<file path="src/lcd_pkg.sv">
// Shared constants and types for the segment display timing block.
package lcd_pkg;
  // ==========================================================
  // Register map: one aligned word per register.
  localparam logic [7:0] OFF_CONTROL  = 8'h00;
  localparam logic [7:0] OFF_PHASE    = 8'h04;
  localparam logic [7:0] OFF_LADDER   = 8'h08;
  localparam logic [7:0] OFF_REFCTL   = 8'h0c;
  localparam logic [7:0] OFF_SEGEN0   = 8'h10;
  localparam logic [7:0] OFF_PIXEL0   = 8'h28;
  localparam logic [7:0] OFF_IRQ_STAT = 8'h88;
  localparam logic [7:0] OFF_IRQ_MASK = 8'h8c;
  localparam int unsigned SEG_REGS    = 6;
  localparam int unsigned PIX_REGS    = 24;
  localparam int unsigned SEG_CNT     = 48;
  // ==========================================================
  // Field positions and write masks.
  localparam int unsigned CTL_ON_BIT    = 7;
  localparam int unsigned CTL_HALT_BIT  = 6;
  localparam int unsigned CTL_PIXEL_WRITE_ERROR_BIT  = 5;
  localparam int unsigned CTL_SRC_LSB   = 2;
  localparam int unsigned CTL_MUX_LSB   = 0;
  localparam int unsigned PS_WAVE_BIT   = 7;
  localparam int unsigned PS_BIAS_BIT   = 6;
  localparam int unsigned PS_ACT_BIT    = 5;
  localparam int unsigned PS_PERMIT_BIT = 4;
  localparam int unsigned PS_PRE_LSB    = 0;
  localparam logic [7:0] CTL_WR_MASK    = 8'hcf;
  localparam logic [7:0] PS_WR_MASK     = 8'hcf;
  localparam logic [7:0] LADDER_MASK    = 8'hf7;
  localparam logic [7:0] REG_RESET      = 8'h00;
  // Interrupt status bits.
  localparam int unsigned IRQ_PIXEL_WRITE_ERROR  = 0;
  localparam int unsigned IRQ_FRAME = 1;
  localparam int unsigned IRQ_W     = 2;
  // ==========================================================
  // Clock source codes and dividers.
  localparam logic [1:0]  SRC_INSTR = 2'h0;
  localparam logic [1:0]  SRC_SECONDARY_OSC  = 2'h1;
  localparam logic [12:0] SLOW_DIV  = 13'h0020;
  localparam int unsigned INSTR_DIV_DEF = 8192;
  localparam logic [1:0]  MUX_STATIC = 2'h0;
  localparam logic [1:0]  MUX_FOUR   = 2'h3;
  // ==========================================================
  // Driver state, one-hot.
  typedef enum logic [2:0] {
    ST_IDLE = 3'b001,
    ST_RUN  = 3'b010,
    ST_HALT = 3'b100
  } drv_state_t;
  // Common-side drive bundle.
  typedef struct packed {
    logic [3:0] com_on;
    logic       phase;
    logic       bias_half;
    logic       static_mode;
  } drive_t;
  // Bus request bundle.
  typedef struct packed {
    logic        sel;
    logic        enable;
    logic        write;
    logic [7:0]  addr;
    logic [31:0] wdata;
  } apb_req_t;
endpackage

</file>
<file path="src/lcd_tick_div.sv">
// Clock source selection, fixed divider and programmable prescaler.
`timescale 1ns/10ps
module lcd_tick_div
  import lcd_pkg::*;
#(
  parameter int unsigned INSTR_DIV = INSTR_DIV_DEF
) (
  input  wire logic       clock_i,
  input  wire logic       rst_b_i,
  input  wire logic       run_i,
  input  wire logic [1:0] src_sel_i,
  input  wire logic       instr_tick_i,
  input  wire logic       secondary_osc_edge_i,
  input  wire logic       rc_edge_i,
  input  wire logic [3:0] prescale_i,
  output logic            tick_o
);
  logic        src_edge;    // Edge of the chosen source.
  logic [12:0] div_lim;     // Last count of the fixed divider.
  logic [12:0] div_r;       // Fixed divider count.
  logic        base_r;      // One pulse per divided source period.
  logic [3:0]  pre_r;       // Prescaler count.

  // ==========================================================
  // Source select
  // source and divider choice
  always_comb begin
    if (src_sel_i == SRC_INSTR) begin
      src_edge = instr_tick_i;
      div_lim  = 13'(INSTR_DIV - 1);
    end else if (src_sel_i == SRC_SECONDARY_OSC) begin
      src_edge = secondary_osc_edge_i;
      div_lim  = SLOW_DIV - 13'h0001;
    end else begin
      src_edge = rc_edge_i;
      div_lim  = SLOW_DIV - 13'h0001;
    end
  end

  // Fixed divider; held clear while the driver is stopped.
  // counters held when off
  always_ff @(posedge clock_i or negedge rst_b_i) begin
    if (!rst_b_i) begin
      div_r  <= 13'h0000;
      base_r <= 1'b0;
    end else if (!run_i) begin
      div_r  <= 13'h0000;
      base_r <= 1'b0;
    end else begin
      base_r <= src_edge && (div_r >= div_lim);
      if (src_edge) begin
        div_r <= (div_r >= div_lim) ? 13'h0000 : div_r + 13'h0001;
      end
    end
  end

  // Prescaler: one output pulse every field-plus-one base pulses.
  // divide by field plus one
  always_ff @(posedge clock_i or negedge rst_b_i) begin
    if (!rst_b_i) begin
      pre_r  <= 4'h0;
      tick_o <= 1'b0;
    end else if (!run_i) begin
      pre_r  <= 4'h0;
      tick_o <= 1'b0;
    end else begin
      tick_o <= base_r && (pre_r >= prescale_i);
      if (base_r) begin
        pre_r <= (pre_r >= prescale_i) ? 4'h0 : pre_r + 4'h1;
      end
    end
  end

  // ==========================================================
  // Checks
  chk_src_divide: assert property (@(posedge clock_i) disable iff (!rst_b_i)
    run_i && src_edge && div_r == div_lim |=> base_r || !run_i)
    else $error("divider missed its last count");
  chk_pre_tick: assert property (@(posedge clock_i) disable iff (!rst_b_i)
    run_i && base_r && pre_r != prescale_i && $stable(prescale_i) |=> !tick_o)
    else $error("prescaler ticked early");
endmodule

</file>
<file path="src/lcd_panel_ctrl.sv">
// Segment display control and phase timing core with an APB slave.
//
// Our own choices: the address map and the APB register port.
`timescale 1ns/10ps
// Behaviour
// - drive common and segment timing for panels
// - four commons, up to 48 segments
// - thirty-six registers in the set
// - control bit 7 runs or stops driver
// - control bit 6 halts driver in sleep
// - blocked pixel write sets error flag
// - two-bit field picks clock source
// - two-bit field picks number of commons
// - phase bit 7 picks waveform kind
// - bias select halves bias for two/three
// - phase bit 5 shows driver active
// - phase bit 4 shows pixel write permit
// - prescaler divides by field plus one
// - pixel bit one means dark segment
// - segment enable turns pin into driver
module lcd_panel_ctrl
  import lcd_pkg::*;
#(
  parameter int unsigned INSTR_DIV = INSTR_DIV_DEF
) (
  input  wire logic              clock_i,
  input  wire logic              rst_b_i,
  input  wire logic              psel,
  input  wire logic              penable,
  input  wire logic              pwrite,
  input  wire logic [7:0]        paddr,
  input  wire logic [31:0]       pwdata,
  output logic [31:0]            prdata,
  output logic                   pready,
  output logic                   pslverr,
  input  wire logic              instr_tick_i,
  input  wire logic              secondary_osc_i,
  input  wire logic              internal_rc_osc_i,
  input  wire logic              sleep_i,
  output drive_t                 drive_o,
  output logic [SEG_CNT-1:0]     seg_dark_o,
  output logic [SEG_CNT-1:0]     seg_enable_o,
  output logic                   driver_active_o,
  output logic                   irq_o
);
  // ==========================================================
  // Declarations
  apb_req_t          req;          // Bus request bundle.
  logic [7:0]        ctl_r;        // Display control register.
  logic [7:0]        ps_r;         // Writable phase fields.
  logic [7:0]        ladder_r;     // Reference ladder register.
  logic [7:0]        refctl_r;     // Reference control register.
  logic [SEG_REGS-1:0][7:0] segen_r;  // Segment enables.
  logic [PIX_REGS-1:0][7:0] pixel_r;  // Pixel data.
  logic [IRQ_W-1:0]  stat_r;       // Sticky event bits.
  logic [IRQ_W-1:0]  mask_r;       // Event enables.
  logic [5:0]        idx;          // Word index of the access.
  logic              acc;          // Access phase of a transfer.
  logic              wr;           // Write taking effect now.
  logic              mapped;       // Address hits a register.
  logic              pix_hit;      // Address hits pixel data.
  logic [4:0]        pix_idx;      // Pixel word index.
  logic              blocked;      // Pixel write refused.
  logic              permit;       // Pixel writes allowed.
  logic [7:0]        ps_view;      // Phase register as read.
  logic [31:0]       rd_nxt;       // Read data next value.
  logic [2:0][1:0]   pin_s;        // Pin synchronisers, per stage.
  logic [1:0]        pin_lvl_r;    // Agreed pin levels.
  logic [1:0]        pin_edge;     // Rising edge of agreed level.
  drv_state_t        state_r;      // Driver state.
  drv_state_t        state_nxt;
  logic              run;          // Driver is running.
  logic              tick;         // Timing step from the divider.
  logic [1:0]        com_r;        // Current common.
  logic              phase_r;      // Current drive phase.
  logic              frame_end;    // Last step of a frame.
  logic              frame_open_r; // Slot after a frame boundary.
  logic [1:0]        mux;          // Commons select.
  logic              pix00;        // Pixel for segment 0, common 0.

  assign req = '{sel: psel, enable: penable, write: pwrite,
                 addr: paddr, wdata: pwdata};
  assign mux = ctl_r[CTL_MUX_LSB +: 2];
  assign pix00 = pixel_r[0][0];

  // ==========================================================
  // Pin synchronisers
  // Three stages; only the second and third stage are compared, so the
  // first stage never feeds logic and a level counts once it is stable.
  always_ff @(posedge clock_i or negedge rst_b_i) begin
    if (!rst_b_i) begin
      pin_s     <= '0;
      pin_lvl_r <= 2'h0;
    end else begin
      pin_s[0] <= {internal_rc_osc_i, secondary_osc_i};
      pin_s[1] <= pin_s[0];
      pin_s[2] <= pin_s[1];
      for (int i = 0; i < 2; i++) begin
        if (pin_s[1][i] == pin_s[2][i]) begin
          pin_lvl_r[i] <= pin_s[2][i];
        end
      end
    end
  end

  // A rising edge is an agreed high seen while the held level is low.
  assign pin_edge = pin_s[1] & pin_s[2] & ~pin_lvl_r;

  // ==========================================================
  // Bus decode
  // Zero-wait slave: the access phase always completes at once.
  assign idx     = req.addr[7:2];
  assign acc     = req.sel && req.enable;
  assign pready  = acc;
  assign wr      = acc && req.write && mapped;
  assign pix_hit = (req.addr >= OFF_PIXEL0) && (req.addr < OFF_IRQ_STAT);
  assign pix_idx = 5'(idx - OFF_PIXEL0[7:2]);

  always_comb begin
    mapped = (req.addr[1:0] == 2'h0) && (req.addr <= OFF_IRQ_MASK);
    pslverr = acc && !mapped;
  end

  // permit while idle or at a frame boundary
  assign permit  = !run || frame_open_r;
  assign blocked = wr && pix_hit && !permit;

  // Phase register view with the two live status bits folded in.
  // active bit tracks the running state
  always_comb begin
    ps_view = ps_r & PS_WR_MASK;
    ps_view[PS_ACT_BIT]    = run;
    ps_view[PS_PERMIT_BIT] = permit;
  end

  // ==========================================================
  // Read data
  // Data is captured in the setup cycle so that it stands in a flop
  // through the access phase; reserved bits read as zero.
  always_comb begin
    rd_nxt = 32'h0000_0000;
    if (pix_hit) begin
      rd_nxt[7:0] = pixel_r[pix_idx];
    end else if (req.addr >= OFF_SEGEN0 && req.addr < OFF_PIXEL0) begin
      rd_nxt[7:0] = segen_r[3'(idx - OFF_SEGEN0[7:2])];
    end else begin
      case (req.addr)
        OFF_CONTROL:  rd_nxt[7:0] = ctl_r;
        OFF_PHASE:    rd_nxt[7:0] = ps_view;
        OFF_LADDER:   rd_nxt[7:0] = ladder_r;
        OFF_REFCTL:   rd_nxt[7:0] = refctl_r;
        OFF_IRQ_STAT: rd_nxt[IRQ_W-1:0] = stat_r;
        OFF_IRQ_MASK: rd_nxt[IRQ_W-1:0] = mask_r;
        default:      rd_nxt = 32'h0000_0000;
      endcase
    end
  end

  always_ff @(posedge clock_i or negedge rst_b_i) begin
    if (!rst_b_i) begin
      prdata <= 32'h0000_0000;
    end else if (req.sel && !req.enable && !req.write) begin
      prdata <= rd_nxt;
    end
  end

  // ==========================================================
  // Control register
  // The error flag clears only when software writes it as zero; a new
  // refused pixel write in the same cycle wins over that clear.
  always_ff @(posedge clock_i or negedge rst_b_i) begin
    if (!rst_b_i) begin
      ctl_r <= REG_RESET;
    end else begin
      if (wr && req.addr == OFF_CONTROL) begin
        // enable and sleep bits are plain fields
        ctl_r <= (req.wdata[7:0] & CTL_WR_MASK)
               | (ctl_r & 8'h20 & req.wdata[7:0]);
      end
      if (blocked) begin
        ctl_r[CTL_PIXEL_WRITE_ERROR_BIT] <= 1'b1;
      end
    end
  end

  // ==========================================================
  // Configuration registers
  // The bias select is stored as written; software keeps it clear in
  // static and four-common modes, and the drive ignores it there.
  always_ff @(posedge clock_i or negedge rst_b_i) begin
    if (!rst_b_i) begin
      ps_r     <= REG_RESET;
      ladder_r <= REG_RESET;
      refctl_r <= REG_RESET;
      mask_r   <= '0;
    end else if (wr) begin
      case (req.addr)
        OFF_PHASE:    ps_r     <= req.wdata[7:0] & PS_WR_MASK;
        OFF_LADDER:   ladder_r <= req.wdata[7:0] & LADDER_MASK;
        OFF_REFCTL:   refctl_r <= req.wdata[7:0];
        OFF_IRQ_MASK: mask_r   <= req.wdata[IRQ_W-1:0];
        default:      mask_r   <= mask_r;
      endcase
    end
  end

  // ==========================================================
  // Segment enables and pixel data, one entry per word.
  genvar g;
  generate
    for (g = 0; g < SEG_REGS; g++) begin : g_segen
      // enable bit hands the pin over
      always_ff @(posedge clock_i or negedge rst_b_i) begin
        if (!rst_b_i) begin
          segen_r[g] <= REG_RESET;
        end else if (wr && req.addr == OFF_SEGEN0 + 8'(4 * g)) begin
          segen_r[g] <= req.wdata[7:0];
        end
      end
    end
    for (g = 0; g < PIX_REGS; g++) begin : g_pixel
      always_ff @(posedge clock_i or negedge rst_b_i) begin
        if (!rst_b_i) begin
          pixel_r[g] <= REG_RESET;
        end else if (wr && pix_hit && permit && pix_idx == 5'(g)) begin
          pixel_r[g] <= req.wdata[7:0];
        end
      end
    end
  endgenerate

  assign seg_enable_o = segen_r;

  // ==========================================================
  // Driver state
  // Sleep only stops the driver when the halt-in-sleep bit is set.
  // sleep halts only when asked
  always_comb begin
    case (state_r)
      ST_IDLE, ST_RUN, ST_HALT: begin
        if (!ctl_r[CTL_ON_BIT]) begin
          state_nxt = ST_IDLE;
        end else if (sleep_i && ctl_r[CTL_HALT_BIT]) begin
          state_nxt = ST_HALT;
        end else begin
          state_nxt = ST_RUN;
        end
      end
      default: state_nxt = ST_IDLE;
    endcase
  end

  always_ff @(posedge clock_i or negedge rst_b_i) begin
    if (!rst_b_i) begin
      state_r <= ST_IDLE;
    end else begin
      state_r <= state_nxt;
    end
  end

  assign run = (state_r == ST_RUN);
  assign driver_active_o = run;

  // ==========================================================
  // Timing step source
  lcd_tick_div #(
    .INSTR_DIV (INSTR_DIV)
  ) u_div (
    .clock_i      (clock_i),
    .rst_b_i      (rst_b_i),
    .run_i        (run),
    .src_sel_i    (ctl_r[CTL_SRC_LSB +: 2]),
    .instr_tick_i (instr_tick_i),
    .secondary_osc_edge_i  (pin_edge[0]),
    .rc_edge_i    (pin_edge[1]),
    .prescale_i   (ps_r[PS_PRE_LSB +: 4]),
    .tick_o       (tick)
  );

  // ==========================================================
  // Common and phase sequencer
  // Type-A flips phase inside each common slot; Type-B walks all
  // commons then flips phase at the frame boundary.
  // waveform kind picks phase cadence
  always_comb begin
    if (ps_r[PS_WAVE_BIT]) begin
      frame_end = tick && (com_r >= mux);
    end else begin
      frame_end = tick && (com_r >= mux) && phase_r;
    end
  end

  always_ff @(posedge clock_i or negedge rst_b_i) begin
    if (!rst_b_i) begin
      com_r   <= 2'h0;
      phase_r <= 1'b0;
    end else if (!run) begin
      com_r   <= 2'h0;
      phase_r <= 1'b0;
    end else if (tick) begin
      if (ps_r[PS_WAVE_BIT]) begin
        // wrap after the last selected common
        com_r <= (com_r >= mux) ? 2'h0 : com_r + 2'h1;
        if (com_r >= mux) begin
          phase_r <= !phase_r;
        end
      end else begin
        phase_r <= !phase_r;
        if (phase_r) begin
          com_r <= (com_r >= mux) ? 2'h0 : com_r + 2'h1;
        end
      end
    end
  end

  // Pixel writes are opened for one step after each frame boundary so
  // that a frame never shows half old and half new data.
  always_ff @(posedge clock_i or negedge rst_b_i) begin
    if (!rst_b_i) begin
      frame_open_r <= 1'b0;
    end else if (!run || tick) begin
      frame_open_r <= run && frame_end;
    end
  end

  // ==========================================================
  // Panel drive outputs
  // common drive follows the sequencer
  always_ff @(posedge clock_i or negedge rst_b_i) begin
    if (!rst_b_i) begin
      drive_o <= '0;
    end else begin
      drive_o.com_on      <= run ? (4'h1 << com_r) : 4'h0;
      drive_o.phase       <= phase_r;
      // half bias only for two or three commons
      drive_o.bias_half   <= ps_r[PS_BIAS_BIT] && mux != MUX_STATIC
                             && mux != MUX_FOUR;
      drive_o.static_mode <= (mux == MUX_STATIC);
    end
  end

  // Pixel word for segment s on common c is c * 6 + s / 8.
  generate
    for (g = 0; g < SEG_CNT; g++) begin : g_seg
      always_ff @(posedge clock_i or negedge rst_b_i) begin
        if (!rst_b_i) begin
          seg_dark_o[g] <= 1'b0;
        end else begin
          seg_dark_o[g] <= run && segen_r[g / 8][g % 8]
                           && pixel_r[5'(com_r) * 5'd6 + 5'(g / 8)][g % 8];
        end
      end
    end
  endgenerate

  // ==========================================================
  // Interrupts
  // A read of the status word clears only the bits that it returned, so an
  // event that lands after the word was captured, or in the clearing cycle,
  // survives the clear instead of being lost unseen.
  always_ff @(posedge clock_i or negedge rst_b_i) begin
    if (!rst_b_i) begin
      stat_r <= '0;
    end else begin
      stat_r <= (acc && !req.write && req.addr == OFF_IRQ_STAT ? stat_r & ~prdata[IRQ_W-1:0] : stat_r)
              | {run && frame_end, blocked};
    end
  end

  assign irq_o = |(stat_r & mask_r);

  // ==========================================================
  // Checks
  chk_pixel_write_error_raise: assert property (@(posedge clock_i) disable iff (!rst_b_i)
    blocked |=> ctl_r[CTL_PIXEL_WRITE_ERROR_BIT] && stat_r[IRQ_PIXEL_WRITE_ERROR])
    else $error("refused pixel write did not flag");
  chk_pixel_keep: assert property (@(posedge clock_i) disable iff (!rst_b_i)
    blocked |=> $stable(pixel_r))
    else $error("refused pixel write changed data");
  chk_idle_hold: assert property (@(posedge clock_i) disable iff (!rst_b_i)
    !run |=> com_r == 2'h0 && !phase_r && drive_o.com_on == 4'h0)
    else $error("counters moved while stopped");
  chk_active_on: assert property (@(posedge clock_i) disable iff (!rst_b_i)
    (ctl_r[CTL_ON_BIT] && !sleep_i) [*2] |-> driver_active_o)
    else $error("enabled driver not active");
  chk_sleep_halt: assert property (@(posedge clock_i) disable iff (!rst_b_i)
    sleep_i && ctl_r[CTL_HALT_BIT] |=> !driver_active_o)
    else $error("driver ran during sleep halt");
  chk_com_range: assert property (@(posedge clock_i) disable iff (!rst_b_i)
    tick && run && $stable(mux) |=> com_r <= mux)
    else $error("common index beyond selection");
  chk_seg_pixel: assert property (@(posedge clock_i) disable iff (!rst_b_i)
    run && com_r == 2'h0 && segen_r[0][0] |=> seg_dark_o[0] == $past(pix00))
    else $error("segment drive does not match pixel");
  chk_bias_mode: assert property (@(posedge clock_i) disable iff (!rst_b_i)
    mux == MUX_FOUR || mux == MUX_STATIC |=> !drive_o.bias_half)
    else $error("half bias in static or four-common mode");
  chk_frame_irq: assert property (@(posedge clock_i) disable iff (!rst_b_i)
    run && frame_end |=> stat_r[IRQ_FRAME] ##0 frame_open_r)
    else $error("frame boundary not recorded");
endmodule

</file>
<file path="config.mk">
export PLATFORM = sky130hd
export DESIGN_NAME = lcd_panel_ctrl
export DESIGN_NICKNAME = d
export VERILOG_FILES = /design/src/lcd_pkg.sv /design/src/lcd_tick_div.sv /design/src/lcd_panel_ctrl.sv
export SDC_FILE = /design/constraint.sdc
export NUM_CORES = 1
export LEC_CHECK = 0
export BUFFER_PORTS_ARGS = -buffer_cell sky130_fd_sc_hd__buf_2
export CAP_MARGIN = 20
export CELL_PAD_IN_SITES_DETAIL_PLACEMENT = 0
export CELL_PAD_IN_SITES_GLOBAL_PLACEMENT = 1
export CORE_MARGIN = 1.5
export CORE_UTILIZATION = 54
export DETAILED_ROUTE_END_ITERATION = 6
export PLACE_DENSITY_LB_ADDON = 0.1
export SYNTH_ARGS = -nofsm -noshare
export SYNTH_HDL_FRONTEND = slang
export SYNTH_SLANG_ARGS = --single-unit
</file>
<file path="constraint.sdc">
create_clock -name clock_i -period 7.52 [get_ports clock_i]
set_clock_uncertainty 0.15 [all_clocks]
set_input_delay 0.752 -clock clock_i [delete_from_list [all_inputs] [get_ports clock_i]]
set_output_delay 0.752 -clock clock_i [all_outputs]
set_load 0.005 [all_outputs]
</file>
==> metrics, run 1 <==
met1 Use GR=47.7%; Max transition margin=25.7%; DP Area=0.0220 mm^2; Switching Share=23.9%; syn avg cell area=13.8 um^2; drt pass-1 iters=5; register area=0.00924 mm^2; pwr dens=185 mW/mm^2; vias in the first global route=13900; met2 usage=48.1%; Internal=3.29 mW; antenna violations before repair=6; status=complete, no violations; final setup TNS=0 ps; most common cell after layout, fill and taps aside=dfrtp_1; WL final=63900 um; first-pass GRT wire length=94300 um; final worst-path cycle share=58.6%; # IOs=188; Post-Synth Adder-Cell Area=1.67%; clock buffer count from CTS=41; I/O Buffers=139; RSZ-0062 raised after global routing=false; hold_buf cts=0; DIE AREA=0.0400 mm^2; Worst-Margin Slew=1110 ps; antenna-violating nets left=0; clock slew at reported path FFs=60 ps; Synth warnings=0; max cap viols=0; proportion of synthesized area in mux cells=37.5%; reg2reg start=com_r[0]; Post-Syn Area=0.0210 mm^2; final setup fails=0; row count=71; Post-Synth XOR/XNOR Area=0.460%; critical path's top delay family=buffers and inverters; nature of the critical path startpoint=flip-flop; All-Layer GR Usage=32.9%; Hold Slack=80.1 ps; Clock Tree Buf Depth=3; Setup crit end kind=flip-flop; crit path from=com_r[0]; ys async rst share=100%; type of the most critical hold path=in -> async; post-cts sizing count=0; most frequent cells in the layout=dfrtp_1 (367), mux2_2 (262), mux4_2 (175); min cycle time layout=4410 ps; Primary FF master, synth=dfrtp_1; vias per cell=6.70; busiest grt layer=met2; Die Y=200 um; H-Tree Depth=2; GP Congestion=0.920; cells along the critical path=inv_1 -> ha_4 -> buf_4 -> mux4_2 -> inv_1 -> o22ai_1 -> and3_1; Pleak=10.7 nW; CP most frequent cell=inv_1; Max Freq=0.227 GHz; design area=0.0234 mm^2; Sequential Power Share=47.2%; GR Overflow Total=0; DR DRC count=0; CTS tree=yes; power after layout=4.32 mW; logic gate share of total power=6.3%; Max VDD drop=0.150 mV; Worst Path Required=7810 ps; WL per Instance=29.6 um; sequential element share of the synthesized area=44.0%; via count=14500; clock network power share=46.5%; Setup Buffers After CTS=0; clk root buf=clkbuf_16; DP HPWL=42700 um; fillers=3024; area occupied by multi-input gates=0.0110 mm^2; Yosys cell types=66; largest net degree at the start of global routing=161; clock sinks=369; Final Max Slew Viols=0; routing usage on met3=9.17%; layout net count=1699; Seq cells post-synth=369; Clk Latency, worst-skew pair=560 ps; Die X=200 um; Placeable Area=0.0379 mm^2; Hold Fails Final Rpt=0; Psw=1.03 mW; Initial Util=55.3%; CP max stage delay=890 ps; layout overhead on the synthesized area=11.5%; Initial DRC Count=1266; number of flops mapped to enable cells by yosys=0; CP bufs+invs=3; Cells after Synth=1517; simple-gate share of the synthesized area=7.66%; Max FO, Critical Path=44; critical path class=reg -> reg; Compound-Gate Fraction of Synth Area=4.63%; largest family of logic cells by synthesized area=multiplexers; slowest CP cell=dfrtp_4; layout cells sized above 1=43.8%; Arr. time, crit path=4700 ps
## logic make-up (layout without fill, tap and decap cells)
| kind of cell | count (synthesis) | in the layout |
|---|---|---|
| xor+xnor | 11 | 11 |
| flops | 369 | 369 |
| simple gates | 252 | 252 |
| compound gates | 141 | 141 |
| mux | 526 | 526 |
| buf+inv | 189 | 298 |
| other cells | 1 | 25 |
| fa+ha+maj | 28 | 28 |
## metal layers
| layer | share of wire [%] | wire (um) | vias up |
|---|---|---|---|
| li1 | - | - | 5982 |
| met1 | 42 | 27200 | 7663 |
| met2 | 44 | 28400 | 703 |
| met3 | 9.8 | 6280 | 120 |
| met4 | 3.2 | 2040 | 4 |
| met5 | 0.042 | 27 | - |
## area by class of cell
cell class,instances,area share (%)
Inverter,60,0.963
Timing Repair Buffer,168,4.00
Antenna cell,1,0.0107
Sequential cell,369,39.5
Clock buffer,60,5.08
Clock inverter,10,0.557
Tap cell,511,2.74
Multi-Input combinational cell,982,47.1
## worst paths after layout
path,to,slack (ps),cells past startpoint
worst max register to register,seg_dark_o[13],3110,7
worst min-delay path,drive_o[3],80,1
min in group clock_i,pin_s[0],150,1
worst min register to register,pin_s[2],200,0
max in group asynchronous,com_r[0],5690,2
worst max-delay path,seg_dark_o[13],3110,7
## registers in the layout, indices dropped and copies added (netlist names), 2 cells and up
signal and cells:
u_div.div_r 13, state_r 3, u_div.pre_r 4, pin_lvl_r 2, mask_r 2, ctl_r 7
prdata 8, com_r 2, drive_o 7, ps_r 6, pin_s 6, refctl_r 8
seg_enable_o 48, stat_r 2, pixel_r 191, ladder_r 7, seg_dark_o 48
## power by group through the flow
stage / Sequential (mW) / Combinational [mW] / Clock, mW
final: 2.04 / 0.271 / 2.01
after global routing: 2.04 / 0.294 / 2.12
after CTS: 2.04 / 0.271 / 2.03
after detailed placement: 2.08 / 0.270 / 0
after global placement: 2.07 / 0.264 / 0
after floorplan: 2.07 / 0.154 / 0
## stage by stage
step,util [%],instances,worst slack [ps]
finish,61.6,2161,3110
global placement,58.1,2088,3070
detailed placement,58.1,2088,3000
CTS,61.6,2158,3120
global route,61.6,2160,2970
floorplan,-,1540,3080
## Yosys cell counts, types with 28 or more instances
master | n | area, um^2
mux4_2 | 175 | 3940
buf_4 | 29 | 218
o22ai_1 | 48 | 300
nor2_1 | 38 | 143
ha_1 | 28 | 350
dfrtp_1 | 368 | 9210
clkbuf_1 | 70 | 263
inv_1 | 60 | 225
mux2i_1 | 70 | 701
and3_1 | 53 | 332
mux2_2 | 262 | 2950
nand2_1 | 28 | 105
## worst register-to-register path, delay by kind of cell (launching register included)
kind,cells,cell delay (ps)
buf+inv,3,1230
compound gates,1,220
mux,1,630
simple gates,1,330
fa+ha+maj,1,850
flops,1,890
(Power assumes the default switching activity.)
==> run 2, diff against run 1 <==
- CORE_UTILIZATION: 54 -> 45
- clock period: 7.52 -> 3.9 ns (I/O delays scaled with it)
==> run 2 against run 1 <==
Against the previous run:
- flip-flop and latch count did not move
- wire length up 6.9%
- core utilization decreased by 8.2 points
- clock power rose by 120%
- cell count increased by 7.4%
- die area rose by 20%
- register-to-register slack worse by 2300 ps
- clock-buffer cell count is 2 higher
- worst hold slack improved by 3.5 ps
- via count grew 1.0%
- maximum frequency grew 44%
- first-iteration DRC count rose by 16%
- largest power group is now the clock network
==> metrics, run 2 (synthesis results as in run 1) <==
status=complete, no violations; antenna violations before repair=11 (+5); Initial DRC Count=1471 (+16%); Arr. time, crit path=3390 ps (-1310 ps); Pleak=11.2 nW (+4.6%); clock slew at reported path FFs=60 ps (about the same); nature of the critical path startpoint=flip-flop; WL per Instance=29.4 um (-0.47%); Final WS setup=828 ps (-2280 ps); final worst-path cycle share=78.8% (+20 points); final setup fails=0 (unchanged); met2 usage=44.3% (-3.9 points); min cycle time layout=3070 ps (-1340 ps); All-Layer GR Usage=29.1% (-3.8 points); drt pass-1 iters=5 (unchanged); fin cells=2321 (+7.4%); Max VDD drop=0.294 mV (+96%); H-Tree Depth=2 (unchanged); Max transition margin=36.1% (+10 points); Setup crit end kind=flip-flop; Sequential Power Share=44.2% (-3.0 points); post-cts sizing count=0 (unchanged); vias in the first global route=14300 (+2.7%); DP HPWL=48200 um (+13%); Max FO, Critical Path=25 (-43%); Placeable Area=0.0457 mm^2 (+20%); dpl ws=508 ps (-2490 ps); routing usage on met3=5.14% (-4.0 points); largest net degree at the start of global routing=131 (-19%); logic gate share of total power=6.3% (about the same); GP Congestion=0.917 (-0.34%); most frequent cells in the layout=dfrtp_1 (367), mux2_2 (262), mux4_2 (175); Worst Path Required=4220 ps (-3590 ps); layout net count=1766 (+3.9%); DR DRC count=0 (unchanged); Switching Share=23.6% (-0.30 points); busiest grt layer=met2; max reg flops=191 (unchanged); Die Y=219 um (+9.4%); Clock Tree Buf Depth=3 (unchanged); # IOs=188 (unchanged); Hold Slack=83.6 ps (+3.53 ps); GR Overflow Total=0 (unchanged); met1 Use GR=43.2% (-4.5 points); fillers=3871 (+28%); clock network power share=49.5% (+3.0 points); Max Freq=0.326 GHz (+44%); critical path class=reg -> reg; Largest Register=pixel_r; RSZ-0062 raised after global routing=false; DIE AREA=0.0479 mm^2 (+20%); Hold Fails Final Rpt=0 (unchanged); via count=14600 (+1.0%); Final Max Slew Viols=0 (unchanged); clk root buf=clkbuf_16; layout cells sized above 1=46.0% (+2.2 points); WL final=68300 um (+6.9%); I/O Buffers=139 (unchanged); first-pass GRT wire length=100000 um (+6.4%); type of the most critical hold path=in -> reg; final setup TNS=0 ps (unchanged); max cap viols=0 (unchanged); Die X=219 um (+9.4%); Worst-Margin Slew=952 ps (-163 ps); vias per cell=6.30 (-6.0%); row count=78 (+9.9%); Internal=6.81 mW (+110%); most common cell after layout, fill and taps aside=dfrtp_1; antenna-violating nets left=0 (unchanged); Clk Latency, worst-skew pair=580 ps (+20 ps); layout overhead on the synthesized area=16.4%; Initial Util=45.9% (-9.4 points); clock sinks=369 (unchanged); CTS tree=yes; Post-Place Cells=2240 (+7.3%); clock buffer count from CTS=43 (+4.9%); Psw=2.10 mW (+100%); pwr dens=365 mW/mm^2 (+97%)
[run 2: worst max-delay path, cell delays in order, from the launching register on]
cell	delay (ps)
dfrtp_1	610
inv_1	200
ha_4	610
buf_12	270
mux4_2	520
inv_1	90
o22ai_1	200
and3_1	290
[run 2: timing repair]
| action | CTS | global route |
|---|---|---|
| hold endpoints to repair | 71 | 0 |
| hold buffers | 4 | 0 |
| setup buffers | 0 | 0 |
[run 2: metal layers]
metal | up-vias | wire, um
met3 | 99 | 5140
met1 | 7765 | 30100
met2 | 622 | 31500
met4 | 4 | 1640
li1 | 6128 | -
met5 | - | 29
[run 2: power by group through the flow]
stage / registers, mW / clock network, mW / logic (mW)
2_1_floorplan: 3.99 / 0 / 0.298
3_3_place_gp: 4.00 / 0 / 0.554
3_5_place_dp: 4.01 / 0 / 0.559
4_1_cts: 3.94 / 4.47 / 0.564
5_1_grt: 3.94 / 4.62 / 0.605
6_report: 3.94 / 4.41 / 0.561
[run 2: metrics by stage]
stage / instance area (um^2) / power (mW) / util, %
2_1_floorplan: 21100 / 4.28 / -
3_3_place_gp: 22800 / 4.56 / 50.0
3_5_place_dp: 22800 / 4.56 / 50.0
4_1_cts: 24400 / 8.97 / 53.4
5_1_grt: 24400 / 9.17 / 53.4
6_report: 24400 / 8.91 / 53.4
[run 2: worst paths after layout]
kind / from / end / slack (ps) / cells past startpoint
worst max-delay path: com_r[1] / seg_dark_o[5] / 830 / 7
worst max register to register: com_r[1] / seg_dark_o[5] / 830 / 7
worst min register to register: pin_s[0] / pin_s[2] / 200 / 0
worst min-delay path: pwrite / stat_r[0] / 80 / 5
max in group asynchronous: rst_b_i / u_div.div_r[11] / 2370 / 3
min in group asynchronous: rst_b_i / seg_dark_o[10] / 220 / 2
[run 2: cell type report]
class | instances | area [um^2] | share of cell area, %
diodes | 2 | 5.00 | 0.0205
clock buffers | 62 | 1280 | 5.24
clock inverters | 13 | 258 | 1.06
inverters | 60 | 225 | 0.923
multi-input cells | 982 | 11000 | 45.1
flip-flops and latches | 369 | 9240 | 37.9
well taps | 600 | 751 | 3.08
repair buffers | 233 | 1640 | 6.72
==> run 3, diff against run 2 <==
- CORE_UTILIZATION: 45 -> 50
- clock period: 3.9 -> 2.85 ns (I/O delays scaled with it)
==> run 3 against run 2 <==
Against the previous run:
- highest routed layer unchanged
- largest cell class unchanged
- wire length is 1.2% lower
- register-to-register slack worse by 710 ps
- via count up 2.4%
- sequential share of layout area is 0.68 points lower
- flip-flop and latch count unchanged
- worst hold slack lost 56 ps
- core utilization up 7.0 points
- first-iteration DRC count increased by 7.5%
==> metrics, run 3 (synthesis results as in run 1) <==
H-Tree Depth=2 (unchanged); Setup crit end kind=flip-flop; Initial DRC Count=1582 (+7.5%); dpl ws=23.7 ps (-485 ps); nature of the critical path startpoint=flip-flop; max cap viols=0 (unchanged); vias in the first global route=14900 (+4.2%); Initial Util=51.0% (+5.1 points); r2r endpoint=seg_dark_o[46]; min cycle time layout=2730 ps (-340 ps); DR DRC count=0 (unchanged); Worst Path Required=3200 ps (-1020 ps); status=complete, no violations; Post-Place Cells=2237 (-0.13%); slowest CP cell=o22ai_1; clock slew at reported path FFs=60 ps (about the same); fillers=3278 (-15%); clock sinks=369 (unchanged); RSZ-0062 raised after global routing=false; final setup fails=0 (unchanged); hold depth=4 (-1); Die Y=208 um (-5.1%); final setup TNS=0 ps (unchanged); DP HPWL=48500 um (+0.58%); Min-Delay Startpoint=paddr[1]; DIE AREA=0.0432 mm^2 (-9.9%); slack of the worst reg-to-reg path=120 ps (-710 ps); clk root buf=clkbuf_16; Layout Utilization=60.4% (+7.0 points); # IOs=188 (unchanged); most frequent cells in the layout=dfrtp_1 (367), mux2_2 (262), mux4_2 (175); CP most frequent cell=inv_1; drt pass-1 iters=5 (unchanged); Worst Setup EP=seg_dark_o[46]; GR Overflow Total=0 (unchanged); Max FO, Critical Path=33 (+32%); WL final=67500 um (-1.2%); Clock Tree Buf Depth=3 (unchanged); All-Layer GR Usage=31.8% (+2.7 points); max reg flops=191 (unchanged); Hold Fails Final Rpt=0 (unchanged); Max Freq=0.366 GHz (+12%); layout cells sized above 1=47.9% (+1.9 points); Final WS setup=118 ps (-710 ps); row count=74 (-5.1%); Final Max Slew Viols=0 (unchanged); Die X=208 um (-5.1%); layout net count=1832 (+3.7%); Setup Buffers After CTS=0 (unchanged); critical path class=reg -> reg; via count=15000 (+2.4%); Arr. time, crit path=3080 ps (-310 ps); vias per cell=6.46 (+2.6%); most common cell after layout, fill and taps aside=dfrtp_1; crit path from=com_r[1]; cells along the critical path=inv_1 -> buf_4 -> ha_4 -> buf_12 -> mux4_2 -> inv_1 -> o22ai_1 -> and3_1; final worst-path cycle share=95.9% (+17 points); Max transition margin=40.3% (+4.3 points); fin cells=2317 (-0.17%); antenna violations before repair=7 (-4); CTS tree=yes; reg2reg start=com_r[1]; Pleak=11.5 nW (+2.8%); first-pass GRT wire length=101000 um (+0.91%); CP max stage delay=590 ps (-20 ps); Max VDD drop=0.418 mV (+42%); I/O Buffers=139 (unchanged); Largest Register=pixel_r; clock buffer count from CTS=42 (-2.3%); layout overhead on the synthesized area=18.5%; Placeable Area=0.0411 mm^2 (-10%); pwr dens=466 mW/mm^2 (+28%); antenna-violating nets left=0 (unchanged); Worst-Margin Slew=895 ps (-56.7 ps); GP Congestion=0.947 (+3.2%); Clk Latency, worst-skew pair=570 ps (about the same); Worst R2R Path Depth=8 (+1); type of the most critical hold path=in -> reg; largest net degree at the start of global routing=92 (-30%); WL per Instance=29.1 um (-1.0%)
-- run 3: cell types whose count changed in the layout (fill, tap and decap cells not counted), sizes merged --
cell / delta
buf: +65
clkinv: +6
clkbuf: -5
bufinv: -4
clkinvlp: +2
diode: -1
dlygate4sd3: +1
-- run 3: area by class of cell --
class | instances | area (um^2) | area share [%]
Multi-Input combinational cell | 982 | 11000 | 44.3
Sequential cell | 369 | 9240 | 37.2
Timing Repair Buffer | 300 | 2350 | 9.48
Clock buffer | 56 | 1170 | 4.73
Tap cell | 532 | 666 | 2.68
Inverter | 60 | 225 | 0.907
Clock inverter | 17 | 171 | 0.690
Antenna cell | 1 | 2.50 | 0.0101
-- run 3: metrics by stage --
stage / hold WS, ps / total power, mW / area [um^2]
floorplan: -161 / 5.86 / 21100
CTS: 14.6 / 11.7 / 24800
finish: 27.5 / 11.6 / 24800
global placement: 186 / 6.26 / 23400
detailed placement: 186 / 6.28 / 23400
global route: 57.2 / 11.9 / 24800
-- run 3: worst min path at each step --
stage                           end  slack, ps
after global placement     pin_s[2]        190
after CTS                 stat_r[0]         10
after detailed placement   pin_s[3]        190
final                     stat_r[0]         30
after floorplan            com_r[0]       -160
after global routing      stat_r[0]         60
-- run 3: report_power, final --
| group | switching, mW | internal (mW) | total, mW |
|---|---|---|---|
| clock | 2.22 | 3.16 | 5.38 |
| combinational | 0.510 | 0.299 | 0.809 |
| sequential | 0.0752 | 5.31 | 5.39 |
-- run 3: timing repair --
action	CTS	global route
hold endpoints to repair	84	0
endpoints found under the setup margin	0	5
gates resized for setup	0	1
hold buffers	5	0
-- run 3: critical path: cells and delay by family, from the launching register on --
| family | cells | cell delay, ps |
|---|---|---|
| flops | 1 | 510 |
| fa+ha+maj | 1 | 350 |
| buf+inv | 4 | 550 |
| compound gates | 1 | 590 |
| simple gates | 1 | 260 |
| mux | 1 | 220 |
-- run 3: layer usage --
metal  up-vias  global-route usage [%]  share of wire [%]
met4         2                    13.0                4.2
met2       719                    46.4                 44
met5         -                       0              0.013
met3       123                    6.17                8.4
met1      7866                    46.7                 43
li1       6259                       -                  -
